**src/hw/swt_cfg.svh**
```systemverilog
`ifndef SWT_CFG_SVH
`define SWT_CFG_SVH

// Register offsets
`define SWT_ADDR_CTRL      8'h2D
`define SWT_ADDR_PRESCALE  8'h2E
`define SWT_ADDR_IVAL_HI   8'h2F
`define SWT_ADDR_IVAL_LO   8'h30
`define SWT_ADDR_DURATION  8'h31

// Reset values
`define SWT_CTRL_RST       8'h06
`define SWT_PRESCALE_RST   8'h00
`define SWT_IVAL_RST       8'h00
`define SWT_DURATION_RST   8'h00
`define SWT_RDATA_IDLE     8'h00

// Control bit positions
`define SWT_BIT_SINGLE     7
`define SWT_BIT_TARGET     6
`define SWT_BIT_POST_EN    5
`define SWT_BIT_AUTO_WAKE  4
`define SWT_BIT_RC_POLICY  3
`define SWT_BIT_CLK_SEL    2
`define SWT_BIT_GATING     1
`define SWT_BIT_SLEEP      0

// Prescaler fields
`define SWT_PS_POST_HI     7
`define SWT_PS_POST_LO     4
`define SWT_PS_WAKE_HI     3
`define SWT_PS_WAKE_LO     0

// Prescaler code table
`define SWT_PS_CODE_NODIV     4'h0
`define SWT_PS_CODE_LONG_MIN  4'h1
`define SWT_PS_CODE_LONG_MAX  4'h8
`define SWT_PS_CODE_SHORT_MIN 4'h9
`define SWT_PS_CODE_SHORT_MAX 4'hD
`define SWT_PS_DIV_ONE        15'h0001
`define SWT_PS_LONG_BASE      15'h0080
`define SWT_PS_SHORT_BASE     15'h0002
`define SWT_PS_DIV_DEFAULT    15'h4000

// Timer arithmetic
`define SWT_PS_STEP        15'h0001
`define SWT_TMR_STEP       17'h00001
`define SWT_IVAL_ADD       17'h00001
`define SWT_DUR_SUB        17'h00001

`endif

```
**src/hw/swt_pkg.sv**
```systemverilog
`include "swt_cfg.svh"

package swt_pkg;

  typedef enum logic [1:0] {
    SWT_AWAKE,
    SWT_ASLEEP,
    SWT_ACTIVE
  } swt_state_e;

  // Shared by both prescalers
  function automatic logic [14:0] swt_ps_div(input logic [3:0] code);
    logic [14:0] d;
    d = `SWT_PS_DIV_DEFAULT;
    if (code == `SWT_PS_CODE_NODIV) begin
      d = `SWT_PS_DIV_ONE;
    end else if (code <= `SWT_PS_CODE_LONG_MAX) begin
      d = `SWT_PS_LONG_BASE << (code - `SWT_PS_CODE_LONG_MIN);
    end else if (code <= `SWT_PS_CODE_SHORT_MAX) begin
      d = `SWT_PS_SHORT_BASE << (code - `SWT_PS_CODE_SHORT_MIN);
    end
    return d;
  endfunction

endpackage

```
**src/hw/swt_tmr_if.sv**
```systemverilog
`timescale 1ns/1ps
`default_nettype none

interface swt_tmr_if;
  logic        start;
  logic        run;
  logic        tick;
  logic [16:0] target;
  logic        expire;
  modport ctl (output start, output run, output tick, output target, input expire);
  modport tmr (input start, input run, input tick, input target, output expire);
endinterface

`default_nettype wire

```
**src/hw/swt_prescaler.sv**
```systemverilog
`timescale 1ns/1ps
`default_nettype none
`include "swt_cfg.svh"

module swt_prescaler (
  // Clock and reset
  input  wire logic        ref_clk,
  input  wire logic        rst,
  // Source and control
  input  wire logic        src_tick,
  input  wire logic        clear,
  input  wire logic [14:0] div,
  // Divided tick
  output var  logic        out_tick_ff
);

  logic [14:0] cnt_ff;
  logic [14:0] nxt_cnt;
  logic        nxt_out_tick;

  always_comb begin
    nxt_cnt      = cnt_ff;
    nxt_out_tick = 1'b0;
    if (clear) begin
      nxt_cnt = '0;
    end else if (src_tick) begin
      // Compare with >= so a smaller divider taken mid-count still wraps
      if (cnt_ff >= div - `SWT_PS_STEP) begin
        nxt_cnt      = '0;
        nxt_out_tick = 1'b1;
      end else begin
        nxt_cnt = cnt_ff + `SWT_PS_STEP;
      end
    end
  end

  always_ff @(posedge ref_clk) begin
    if (rst) begin
      cnt_ff      <= '0;
      out_tick_ff <= 1'b0;
    end else begin
      cnt_ff      <= nxt_cnt;
      out_tick_ff <= nxt_out_tick;
    end
  end

endmodule // swt_prescaler

`default_nettype wire

```
**src/hw/swt_timer.sv**
```systemverilog
`timescale 1ns/1ps
`default_nettype none
`include "swt_cfg.svh"

module swt_timer (
  // Clock and reset
  input  wire logic ref_clk,
  input  wire logic rst,
  // Control side
  swt_tmr_if.tmr    bus
);

  logic [16:0] cnt_ff;
  logic [16:0] nxt_cnt;
  logic        expire_ff;
  logic        nxt_expire;

  assign bus.expire = expire_ff;

  always_comb begin
    nxt_cnt    = cnt_ff;
    nxt_expire = 1'b0;
    if (bus.start) begin
      nxt_cnt = '0;
    end else if (bus.run && bus.tick) begin
      if (cnt_ff + `SWT_TMR_STEP >= bus.target) begin
        nxt_cnt    = '0;
        nxt_expire = 1'b1;
      end else begin
        nxt_cnt = cnt_ff + `SWT_TMR_STEP;
      end
    end
  end

  always_ff @(posedge ref_clk) begin
    if (rst) begin
      cnt_ff    <= '0;
      expire_ff <= 1'b0;
    end else begin
      cnt_ff    <= nxt_cnt;
      expire_ff <= nxt_expire;
    end
  end

endmodule // swt_timer

`default_nettype wire

```
**src/hw/swt_sleep_ctrl.sv**
```systemverilog
// Design decision made here: strobed register access.
`timescale 1ns/1ps
`default_nettype none
`include "swt_cfg.svh"

module swt_sleep_ctrl (
  // Clock and reset
  input  wire logic       ref_clk,
  input  wire logic       rst,
  // Register port
  input  wire logic [7:0] addr,
  input  wire logic [7:0] wr_data,
  input  wire logic       wr_en,
  input  wire logic       rd_en,
  output var  logic [7:0] rd_data_ff,
  // Timer clock pins
  input  wire logic       external_timer_clock_in,
  input  wire logic       rc_osc_clk_in,
  output var  logic       rc_osc_run_ff,
  // Radio side
  input  wire logic       tx_fifo_write,
  input  wire logic       sync_detect,
  output var  logic       radio_rx_start_ff,
  output var  logic       radio_tx_start_ff,
  output var  logic       tx_accept_irq_ff,
  // Sleep state
  output var  logic       sleep_active_ff,
  output var  logic       power_gate_ff
);

  swt_tmr_if wake_tmr ();
  swt_tmr_if post_tmr ();

  swt_pkg::swt_state_e state_ff;
  swt_pkg::swt_state_e nxt_state;

  logic [7:0]  ctrl_ff;
  logic [7:0]  nxt_ctrl;
  logic [7:0]  prescale_ff;
  logic [7:0]  ival_hi_ff;
  logic [7:0]  ival_lo_ff;
  logic [7:0]  duration_ff;
  logic [7:0]  nxt_rd_data;
  logic        wake_run_ff;
  logic        nxt_wake_run;
  logic        tx_pend_ff;
  logic        nxt_tx_pend;
  logic        nxt_rx_start;
  logic        nxt_tx_start;
  logic        nxt_tx_irq;
  logic        wake_start;
  logic        post_start;
  logic        leaving;
  logic        wake_event;
  logic        ctrl_wr;
  logic        src_tick;
  logic        wake_ps_tick;
  logic        post_ps_tick;
  logic [1:0]  pin_in;
  logic [1:0]  sync1_ff;
  logic [1:0]  sync2_ff;
  logic [1:0]  sync3_ff;
  logic [1:0]  stable_ff;
  logic [1:0]  pin_rise;

  assign pin_in = {rc_osc_clk_in, external_timer_clock_in};
  // Three stages; a change counts once the last two agree
  genvar gi;
  generate
    for (gi = 0; gi < 2; gi++) begin : g_pin_sync
      always_ff @(posedge ref_clk) begin
        if (rst) begin
          sync1_ff[gi]  <= 1'b0;
          sync2_ff[gi]  <= 1'b0;
          sync3_ff[gi]  <= 1'b0;
          stable_ff[gi] <= 1'b0;
        end else begin
          sync1_ff[gi] <= pin_in[gi];
          sync2_ff[gi] <= sync1_ff[gi];
          sync3_ff[gi] <= sync2_ff[gi];
          if (sync2_ff[gi] == sync3_ff[gi]) begin
            stable_ff[gi] <= sync3_ff[gi];
          end
        end
      end
      assign pin_rise[gi] = (sync2_ff[gi] == sync3_ff[gi]) && sync3_ff[gi] && !stable_ff[gi];
    end
  endgenerate

  // A stopped RC oscillator gives no edges, which is why the post timer stalls
  assign src_tick = ctrl_ff[`SWT_BIT_CLK_SEL] ? (pin_rise[1] && rc_osc_run_ff) : pin_rise[0];

  swt_prescaler u_wake_ps (
    .ref_clk     (ref_clk),
    .rst         (rst),
    .src_tick    (src_tick),
    .clear       (wake_start),
    .div         (swt_pkg::swt_ps_div(prescale_ff[`SWT_PS_WAKE_HI:`SWT_PS_WAKE_LO])),
    .out_tick_ff (wake_ps_tick)
  );

  swt_prescaler u_post_ps (
    .ref_clk     (ref_clk),
    .rst         (rst),
    .src_tick    (src_tick),
    .clear       (post_start),
    .div         (swt_pkg::swt_ps_div(prescale_ff[`SWT_PS_POST_HI:`SWT_PS_POST_LO])),
    .out_tick_ff (post_ps_tick)
  );

  assign wake_tmr.start  = wake_start;
  assign wake_tmr.run    = wake_run_ff && ctrl_ff[`SWT_BIT_AUTO_WAKE];
  assign wake_tmr.tick   = wake_ps_tick;
  assign wake_tmr.target = {1'b0, ival_hi_ff, ival_lo_ff} + `SWT_IVAL_ADD;
  assign post_tmr.start  = post_start;
  assign post_tmr.run    = (state_ff == swt_pkg::SWT_ACTIVE);
  assign post_tmr.tick   = post_ps_tick;
  assign post_tmr.target = {9'h000, duration_ff} - `SWT_DUR_SUB;

  swt_timer u_wake_tmr (
    .ref_clk (ref_clk),
    .rst     (rst),
    .bus     (wake_tmr.tmr)
  );

  swt_timer u_post_tmr (
    .ref_clk (ref_clk),
    .rst     (rst),
    .bus     (post_tmr.tmr)
  );

  assign ctrl_wr    = wr_en && (addr == `SWT_ADDR_CTRL);
  assign wake_event = (state_ff == swt_pkg::SWT_ASLEEP) && ctrl_ff[`SWT_BIT_SLEEP] &&
                      wake_tmr.expire && ctrl_ff[`SWT_BIT_AUTO_WAKE];

  // Sleep state machine
  always_comb begin
    nxt_state    = state_ff;
    wake_start   = 1'b0;
    post_start   = 1'b0;
    nxt_rx_start = 1'b0;
    nxt_tx_start = 1'b0;
    unique case (state_ff)
      swt_pkg::SWT_AWAKE: begin
        if (ctrl_ff[`SWT_BIT_SLEEP]) begin
          nxt_state  = swt_pkg::SWT_ASLEEP;
          wake_start = 1'b1;
        end
      end
      swt_pkg::SWT_ASLEEP: begin
        if (!ctrl_ff[`SWT_BIT_SLEEP]) begin
          nxt_state = swt_pkg::SWT_AWAKE;
        end else if (wake_event) begin
          nxt_rx_start = !ctrl_ff[`SWT_BIT_TARGET];
          nxt_tx_start = ctrl_ff[`SWT_BIT_TARGET];
          if (ctrl_ff[`SWT_BIT_POST_EN]) begin
            nxt_state  = swt_pkg::SWT_ACTIVE;
            post_start = 1'b1;
          end else begin
            nxt_state = swt_pkg::SWT_AWAKE;
          end
        end
      end
      swt_pkg::SWT_ACTIVE: begin
        if (ctrl_ff[`SWT_BIT_SLEEP] || post_tmr.expire) begin
          // Transmit has no early exit, so the host must send in time
          nxt_state = swt_pkg::SWT_ASLEEP;
        end else if (!ctrl_ff[`SWT_BIT_TARGET] && sync_detect) begin
          nxt_state = swt_pkg::SWT_AWAKE;
        end
      end
    endcase
  end

  assign leaving = (state_ff == swt_pkg::SWT_ASLEEP) && (nxt_state != swt_pkg::SWT_ASLEEP);
  // Control register; hardware sleep bit updates win over a same-cycle write
  always_comb begin
    nxt_ctrl = ctrl_ff;
    if (ctrl_wr) begin
      nxt_ctrl = wr_data;
    end
    if (wake_event) begin
      nxt_ctrl[`SWT_BIT_SLEEP] = 1'b0;
    end
    if ((state_ff == swt_pkg::SWT_ACTIVE) && post_tmr.expire) begin
      nxt_ctrl[`SWT_BIT_SLEEP] = 1'b1;
    end
  end

  // Wake timer run flag and pending transmit notice
  always_comb begin
    nxt_wake_run = wake_run_ff;
    if (wake_start) begin
      nxt_wake_run = 1'b1;
    end else if (wake_tmr.expire && ctrl_ff[`SWT_BIT_SINGLE]) begin
      nxt_wake_run = 1'b0;
    end
    nxt_tx_irq  = leaving && (tx_pend_ff || tx_fifo_write);
    nxt_tx_pend = !leaving && (tx_pend_ff || (tx_fifo_write && (state_ff == swt_pkg::SWT_ASLEEP)));
  end

  // Read data
  always_comb begin
    nxt_rd_data = `SWT_RDATA_IDLE;
    if (rd_en) begin
      unique case (addr)
        `SWT_ADDR_CTRL:     nxt_rd_data = ctrl_ff;
        `SWT_ADDR_PRESCALE: nxt_rd_data = prescale_ff;
        `SWT_ADDR_IVAL_HI:  nxt_rd_data = ival_hi_ff;
        `SWT_ADDR_IVAL_LO:  nxt_rd_data = ival_lo_ff;
        `SWT_ADDR_DURATION: nxt_rd_data = duration_ff;
        default:            nxt_rd_data = `SWT_RDATA_IDLE;
      endcase
    end
  end

  always_ff @(posedge ref_clk) begin
    if (rst) begin
      state_ff          <= swt_pkg::SWT_AWAKE;
      ctrl_ff           <= `SWT_CTRL_RST;
      prescale_ff       <= `SWT_PRESCALE_RST;
      ival_hi_ff        <= `SWT_IVAL_RST;
      ival_lo_ff        <= `SWT_IVAL_RST;
      duration_ff       <= `SWT_DURATION_RST;
      rd_data_ff        <= `SWT_RDATA_IDLE;
      wake_run_ff       <= 1'b0;
      tx_pend_ff        <= 1'b0;
      tx_accept_irq_ff  <= 1'b0;
      radio_rx_start_ff <= 1'b0;
      radio_tx_start_ff <= 1'b0;
      sleep_active_ff   <= 1'b0;
      power_gate_ff     <= 1'b0;
      rc_osc_run_ff     <= 1'b1;
    end else begin
      state_ff          <= nxt_state;
      ctrl_ff           <= nxt_ctrl;
      if (wr_en && (addr == `SWT_ADDR_PRESCALE)) begin
        prescale_ff <= wr_data;
      end
      if (wr_en && (addr == `SWT_ADDR_IVAL_HI)) begin
        ival_hi_ff <= wr_data;
      end
      if (wr_en && (addr == `SWT_ADDR_IVAL_LO)) begin
        ival_lo_ff <= wr_data;
      end
      if (wr_en && (addr == `SWT_ADDR_DURATION)) begin
        duration_ff <= wr_data;
      end
      rd_data_ff        <= nxt_rd_data;
      wake_run_ff       <= nxt_wake_run;
      tx_pend_ff        <= nxt_tx_pend;
      tx_accept_irq_ff  <= nxt_tx_irq;
      radio_rx_start_ff <= nxt_rx_start;
      radio_tx_start_ff <= nxt_tx_start;
      sleep_active_ff   <= (nxt_state == swt_pkg::SWT_ASLEEP);
      power_gate_ff     <= (nxt_state == swt_pkg::SWT_ASLEEP) && nxt_ctrl[`SWT_BIT_GATING];
      rc_osc_run_ff     <= !nxt_ctrl[`SWT_BIT_RC_POLICY] || (nxt_state == swt_pkg::SWT_ASLEEP);
    end
  end
endmodule // swt_sleep_ctrl

`default_nettype wire

```
**config.mk**
```make
export PLATFORM = sky130hd
export DESIGN_NAME = swt_sleep_ctrl
export DESIGN_NICKNAME = d
export VERILOG_FILES = /design/src/hw/swt_pkg.sv /design/src/hw/swt_tmr_if.sv /design/src/hw/swt_prescaler.sv /design/src/hw/swt_timer.sv /design/src/hw/swt_sleep_ctrl.sv
export VERILOG_INCLUDE_DIRS = /design/src /design/src/hw
export SDC_FILE = /design/constraint.sdc
export NUM_CORES = 1
export LEC_CHECK = 0
export BUFFER_PORTS_ARGS = -buffer_cell sky130_fd_sc_hd__buf_2
export CAP_MARGIN = 20
export CORE_ASPECT_RATIO = 1.2
export CORE_MARGIN = 5
export CORE_UTILIZATION = 32
export DETAILED_ROUTE_END_ITERATION = 8
export PLACE_DENSITY = 0.51
export REMOVE_ABC_BUFFERS = 1
export SETUP_SLACK_MARGIN = 0.02
export SYNTH_ARGS = -nofsm -noshare
export SYNTH_HDL_FRONTEND = slang
export SYNTH_SLANG_ARGS = --single-unit
```
**constraint.sdc**
```tcl
create_clock -name ref_clk -period 5.64 [get_ports ref_clk]
set_input_delay 1.128 -clock ref_clk [delete_from_list [all_inputs] [get_ports ref_clk]]
set_output_delay 1.128 -clock ref_clk [all_outputs]
set_load 0.05 [all_outputs]
```
# Yosys cells after proc, flatten, opt, wreduce, memory -nomap -nowiden
# Index checks and enable logic that the tools add are counted.
totals:
  in_bits: 24
  mem_count: 0
  regBits: 134
  latchBits: 0
  mem_bits_rw: 0
  romBits: 0
classes:
  div_mod_pow: 0
  muxes: 34
  reduce_logical: 46
  eq_ne: 11
  n_addsub: 12
  n_mul: 0
  n_bitwise: 7
  magnitude_cmp: 8
  shift: 4
op_table:
  columns: ["operator", "count"]
  rows:
  - ["$mux 15", 8]
  - ["$eq 8x6->1 const B", 5]
  - ["$pmux 8 s5", 1]
  - ["$add 17x1->17 const B", 2]
  - ["$ge 17x17->1", 2]
  - ["$mux 17", 2]
  - ["$add 15x1->15 const B", 2]
  - ["$ge 15x15->1", 2]
  - ["$shl 2x4->15 const A", 2]
  - ["$shl 8x4->15 const A", 2]
  - ["$sub 15x1->15 const B", 2]
  - ["$logic_and 1x1->1", 24]
  - ["$add 16x1->17 const B", 1]
  - ["$le 4x4->1 const B", 4]
  - ["$mux 1", 15]
  - ["$mux 2", 6]
  - ["$reduce_or 3->1", 4]
  - ["$sub 8x1->9 const B", 1]
  - ["$logic_not 4->1", 2]
  - ["$sub 4x1->4 const B", 2]
  - ["$sub 4x4->4 const B", 2]
  - ["$not 1->1", 7]
  - ["$pmux 2 s3", 1]
  - ["$reduce_or 2->1", 3]
  - ["11 further kinds", 20]

# Logic depth before layout (Yosys ltp)
depth:
  ltp_word: 11
  mapped_depth: 15

# Modules after synthesis
# A second synthesis with hierarchy kept.
unflattened:
  cells_unflattened: 1076
  hier_area_um2: 9186.3
by_module_without_submodules:
  columns: ["module", "area_each_um2", "n_inst", "seq_area_each_um2", "cells_per_inst"]
  rows:
  - ["swt_sleep_ctrl", 3433.3, 1, 1321.3, 389]
  - ["swt_prescaler", 1365.1, 2, 320.3, 164]
  - ["swt_timer (u_wake_tmr)", 1576.5, 1, 360.3, 186]
  - ["swt_timer (u_post_tmr)", 1446.4, 1, 360.3, 173]

# Least setup slack after synthesis
# Ideal clock, no wire load.
synth_path:
  kind: "reg2reg"
  startpoint: "reg u_wake_tmr.cnt_ff[2]"
  endpoint: "reg u_wake_tmr.cnt_ff[14]"
  path_buffers: 0
  period_less_slack_ns: 3.335
  path_slack_ns: 2.305
  arrival_ns: 3.261
  stages_incl_launch_ff: 13
  path_cell_list: "dfxtp_1 nand3_1 nor4_1 nand2_1 and2_1 or2_2 ha_1 a21oi_1 nand2_1 a221o_1 or4_1 or3_1 o21ai_0"
synth_between:
  elab_chain_cells: 3
synth_lines:
  columns: ["element", "line_no", "source"]
  rows:
  - ["from (decl)", "swt_timer.sv:13", "logic [16:0] cnt_ff;"]
  - ["from (signal assigned)", "swt_timer.sv:40", "cnt_ff <= nxt_cnt;"]
  - ["$add 17x1->17 (no source line) (*)", null, null]
  - ["$ge 17x17->1", "swt_timer.sv:26", "if (cnt_ff + `SWT_TMR_STEP >= bus.target) begin"]
  - ["$mux 17 (*)", "swt_timer.sv:26", null]
# Every way passes the cells marked *; elsewhere a longest branch is shown, timed or not.
# A chain may end at the register's enable or synchronous reset.

# Worst setup path after layout
# Same ends and word-level chain as after synthesis.

==> impl_metrics.yaml <==
run_status:
  outcome: "finished clean"
worst_setup_path:
  crit_path_cell_trace: "nand3_1, nor4_1, nand2_1, and2_1, or2_2, ha_1, a21oi_1, nand2_1, a221o_1, nor4_4, a21oi_1, o21ai_0"
  worstSetupPathType: "register to register"
  max_stage_delay_ns: 0.69
  cp.required_ns: 5.99
  start_kind: "register"
  worstSetupEndpointType: "register"
  cp.arrival_ns: 4.25
  cp_max_fo: 17
  cp_slowest_cell: "nor4_1"
routing:
  totalWireLength_um: 20070
  firstDrtPassIters: 6
  first_iter_violations: 281
  avgViaCountPerCell: 5.180
  remaining_drc_errors: 0
  ant_nets: 0
  drt-wirelength-per-cell_um: 15.23
  dr_total_vias: 6827
cts:
  numCtsBuffers: 17
  cts_tree: "done"
  cts_resized: 0
  cts_setup_buffers: 0
  ctsHoldBuffers: 0
  htreeDepth: 4
  cts_sinks: 134
  path_clk_slew_ns: 0.07
  clk_path_buf_depth: 2
  cts-root-buf: "clkbuf_16"
  worstSkewPairLatency_ns: 0.42
floorplan:
  ios: 38
  core_area_mm2: 0.02483
  die_x_um: 155.2
  die_area_mm2: 0.02860
  rows: 63
  die_height_um: 184.2
  start_util: 0.3261
logic_synthesis:
  synth-edff-count: 0
  synth_cell_types: 63
  syn-cell-area_mm2: 0.008097
  synth-seq-cells: 134
  avgSynthCellArea_um2: 8.381
  netlist_instances: 966
  yosys_warnings: 0
  yosysSeqAreaShare: 0.3313
  async_reset_ff_frac: 0
  ys.flop_type: "dfxtp_1"
timing:
  clock_skew_ns: 0.01363
  tns_ns: 0
  finalMaxSlewViolations: 0
  hold_viol_final: 0
  worstMarginPinSlew_ns: 1.002
  timing.final.crit_share: 0.6920
  fmax_mhz: 256.2
  setup_violations: 0
  finalCriticalPeriod_ns: 3.903
  rsz0062_at_grt: "no"
  relSlewSlack: 0.3294
finish:
  layoutNonFillerInstCount: 1318
  synthToLayoutAreaGrowth_pct: 12.35
  antenna_cells: 0
  final_nets: 1079
  fillCellCount: 2589
  layout_common_cells: "dfxtp_1, nand2_1, nand3_1"
  layout_commonest_cell: "dfxtp_1"
  drive_gt1_frac: 0.09768
hold_path:
  hold_class: "register to register"
placed_design:
  routabilityCongestion: 0.7944
  port_buffers: 37
  dp_hpwl_um: 14770
  post-place-cells: 1286
grt:
  grt_overflow: 0
  grt_antenna_before_repair: 0
  grt_pass1_vias: 6468
  grtUsageTotal: 0.1422
  grt_pass1_wl_um: 33250
  grt_max_degree: 59
pwr:
  power_leakage_nw: 3.555
  p_sw_w: 0.0005159
  switching_share: 0.2440
  internal_power_w: 0.001598
  comb_power_share: 0.031
  pwr-share-seq: 0.449
  power_density_mw_per_mm2: 232.4
  clock_power_share: 0.519
  peakVddDrop_uv: 168.7
job:
  max-cap-violations: 0
==> logic make-up after synthesis <==
kind of cell / share of synthesized area
compound gates: 0.1841
xor+xnor: 0.08221
fa+ha+maj: 0.1159
buf+inv: 0.03400
flops: 0.3313
mux: 0.01159
other cells: 0.0004632
simple gates: 0.2405
==> power by group through the flow <==
stage / Clock (W) / Combinational, W / Sequential, W
after floorplan: 0 / 0.0000274 / 0.000971
after global placement: 0 / 0.0000670 / 0.000971
after detailed placement: 0 / 0.0000665 / 0.000972
after CTS: 0.00112 / 0.0000669 / 0.000950
after global routing: 0.00117 / 0.0000726 / 0.000950
final: 0.00110 / 0.0000664 / 0.000950
==> sequential cells by signal, summed over array words and instances (netlist names), 2 cells and up <==
signal,count
u_post_tmr.cnt_ff,17
u_post_ps.cnt_ff,15
rd_data_ff,8
stable_ff,2
sync3_ff,2
ival_hi_ff,8
u_wake_ps.cnt_ff,15
prescale_ff,8
u_wake_tmr.cnt_ff,17
duration_ff,8
ctrl_ff,8
sync1_ff,2
sync2_ff,2
state_ff,2
ival_lo_ff,8
==> critical path, delay by kind of cell (launching register included) <==
family | cells | cell delay, ns
compound gates | 4 | 0.84
fa+ha+maj | 1 | 0.33
simple gates | 7 | 2.22
flops | 1 | 0.42
==> routing by layer <==
| layer | vias up | global-route usage | routed length (um) |
|---|---|---|---|
| met1 | 3191 | 0.1824 | 9301 |
| li1 | 3539 | - | - |
| met5 | - | 0 | 0 |
| met4 | 0 | 0.04063 | 240 |
| met3 | 14 | 0.02161 | 644 |
| met2 | 83 | 0.2480 | 9883 |
==> worst paths after layout <==
check                            start                    end  slack (ns)  cells after the start
setup reg to reg  u_wake_tmr.cnt_ff[2]  u_wake_tmr.cnt_ff[14]        1.74                     12
setup / recovery  u_wake_tmr.cnt_ff[2]  u_wake_tmr.cnt_ff[14]        1.74                     12
hold / removal             sync1_ff[0]            sync2_ff[0]        0.44                      1
hold reg to reg            sync1_ff[0]            sync2_ff[0]        0.44                      1
==> synth_stat cells (2+ instances only) <==
cell | number | share of area
a222oi_1 | 8 | 0.0099
mux2i_1 | 6 | 0.0074
o31ai_1 | 2 | 0.0019
dfxtp_1 | 134 | 0.33
a21oi_1 | 79 | 0.049
o22ai_1 | 5 | 0.0039
nor3_1 | 13 | 0.0080
a22oi_1 | 10 | 0.0093
a31oi_1 | 8 | 0.0062
mux2_2 | 3 | 0.0042
ha_1 | 75 | 0.12
clkbuf_1 | 32 | 0.015
nor4_1 | 4 | 0.0031
or3_1 | 8 | 0.0062
o21a_1 | 3 | 0.0028
and2_1 | 7 | 0.0054
nand2_1 | 95 | 0.044
inv_1 | 19 | 0.0088
or4_1 | 4 | 0.0037
xnor2_1 | 38 | 0.041
o21ai_0 | 24 | 0.015
a22o_1 | 18 | 0.019
buf_6 | 2 | 0.0028
nor3b_1 | 3 | 0.0028
nor2b_1 | 22 | 0.017
nand3_1 | 80 | 0.049
nand2b_1 | 15 | 0.012
a211o_1 | 2 | 0.0022
a211oi_1 | 33 | 0.031
buf_2 | 9 | 0.0056
nor2_1 | 63 | 0.029
xor2_1 | 38 | 0.041
o2111ai_1 | 2 | 0.0022
o211ai_1 | 3 | 0.0028
a31o_2 | 2 | 0.0022
or2_2 | 10 | 0.0077
buf_1 | 3 | 0.0014
nand4_1 | 22 | 0.017
and4_1 | 6 | 0.0065
and3_1 | 18 | 0.014
a21o_1 | 16 | 0.015
==> stage by stage <==
stage / util / power, W / hold slack (ns) / worst slack, ns / cell area [um2]
6_report: 0.3663 / 0.002114 / 0.4395 / 1.737 / 9096
5_1_grt: 0.3663 / 0.002188 / 0.4635 / 1.405 / 9096
4_1_cts: 0.3663 / 0.002142 / 0.4454 / 1.675 / 9096
3_5_place_dp: 0.3431 / 0.001038 / 0.4294 / 1.675 / 8518
3_3_place_gp: 0.3431 / 0.001039 / 0.4182 / 1.781 / 8518
2_1_floorplan: - / 0.0009985 / 0.4138 / 2.222 / 7896
==> cell type report <==
class                      count  area [um2]  share of cell area
inverter                      19       71.32            0.007840
timing repair buffer          41       215.2             0.02366
multi-input combinational    767        5142              0.5653
clock buffer                  18       439.2             0.04828
tap                          325       406.6             0.04470
clock inverter                14       138.9             0.01527
sequential                   134        2683              0.2949
Power figures use the tool's default switching activity.
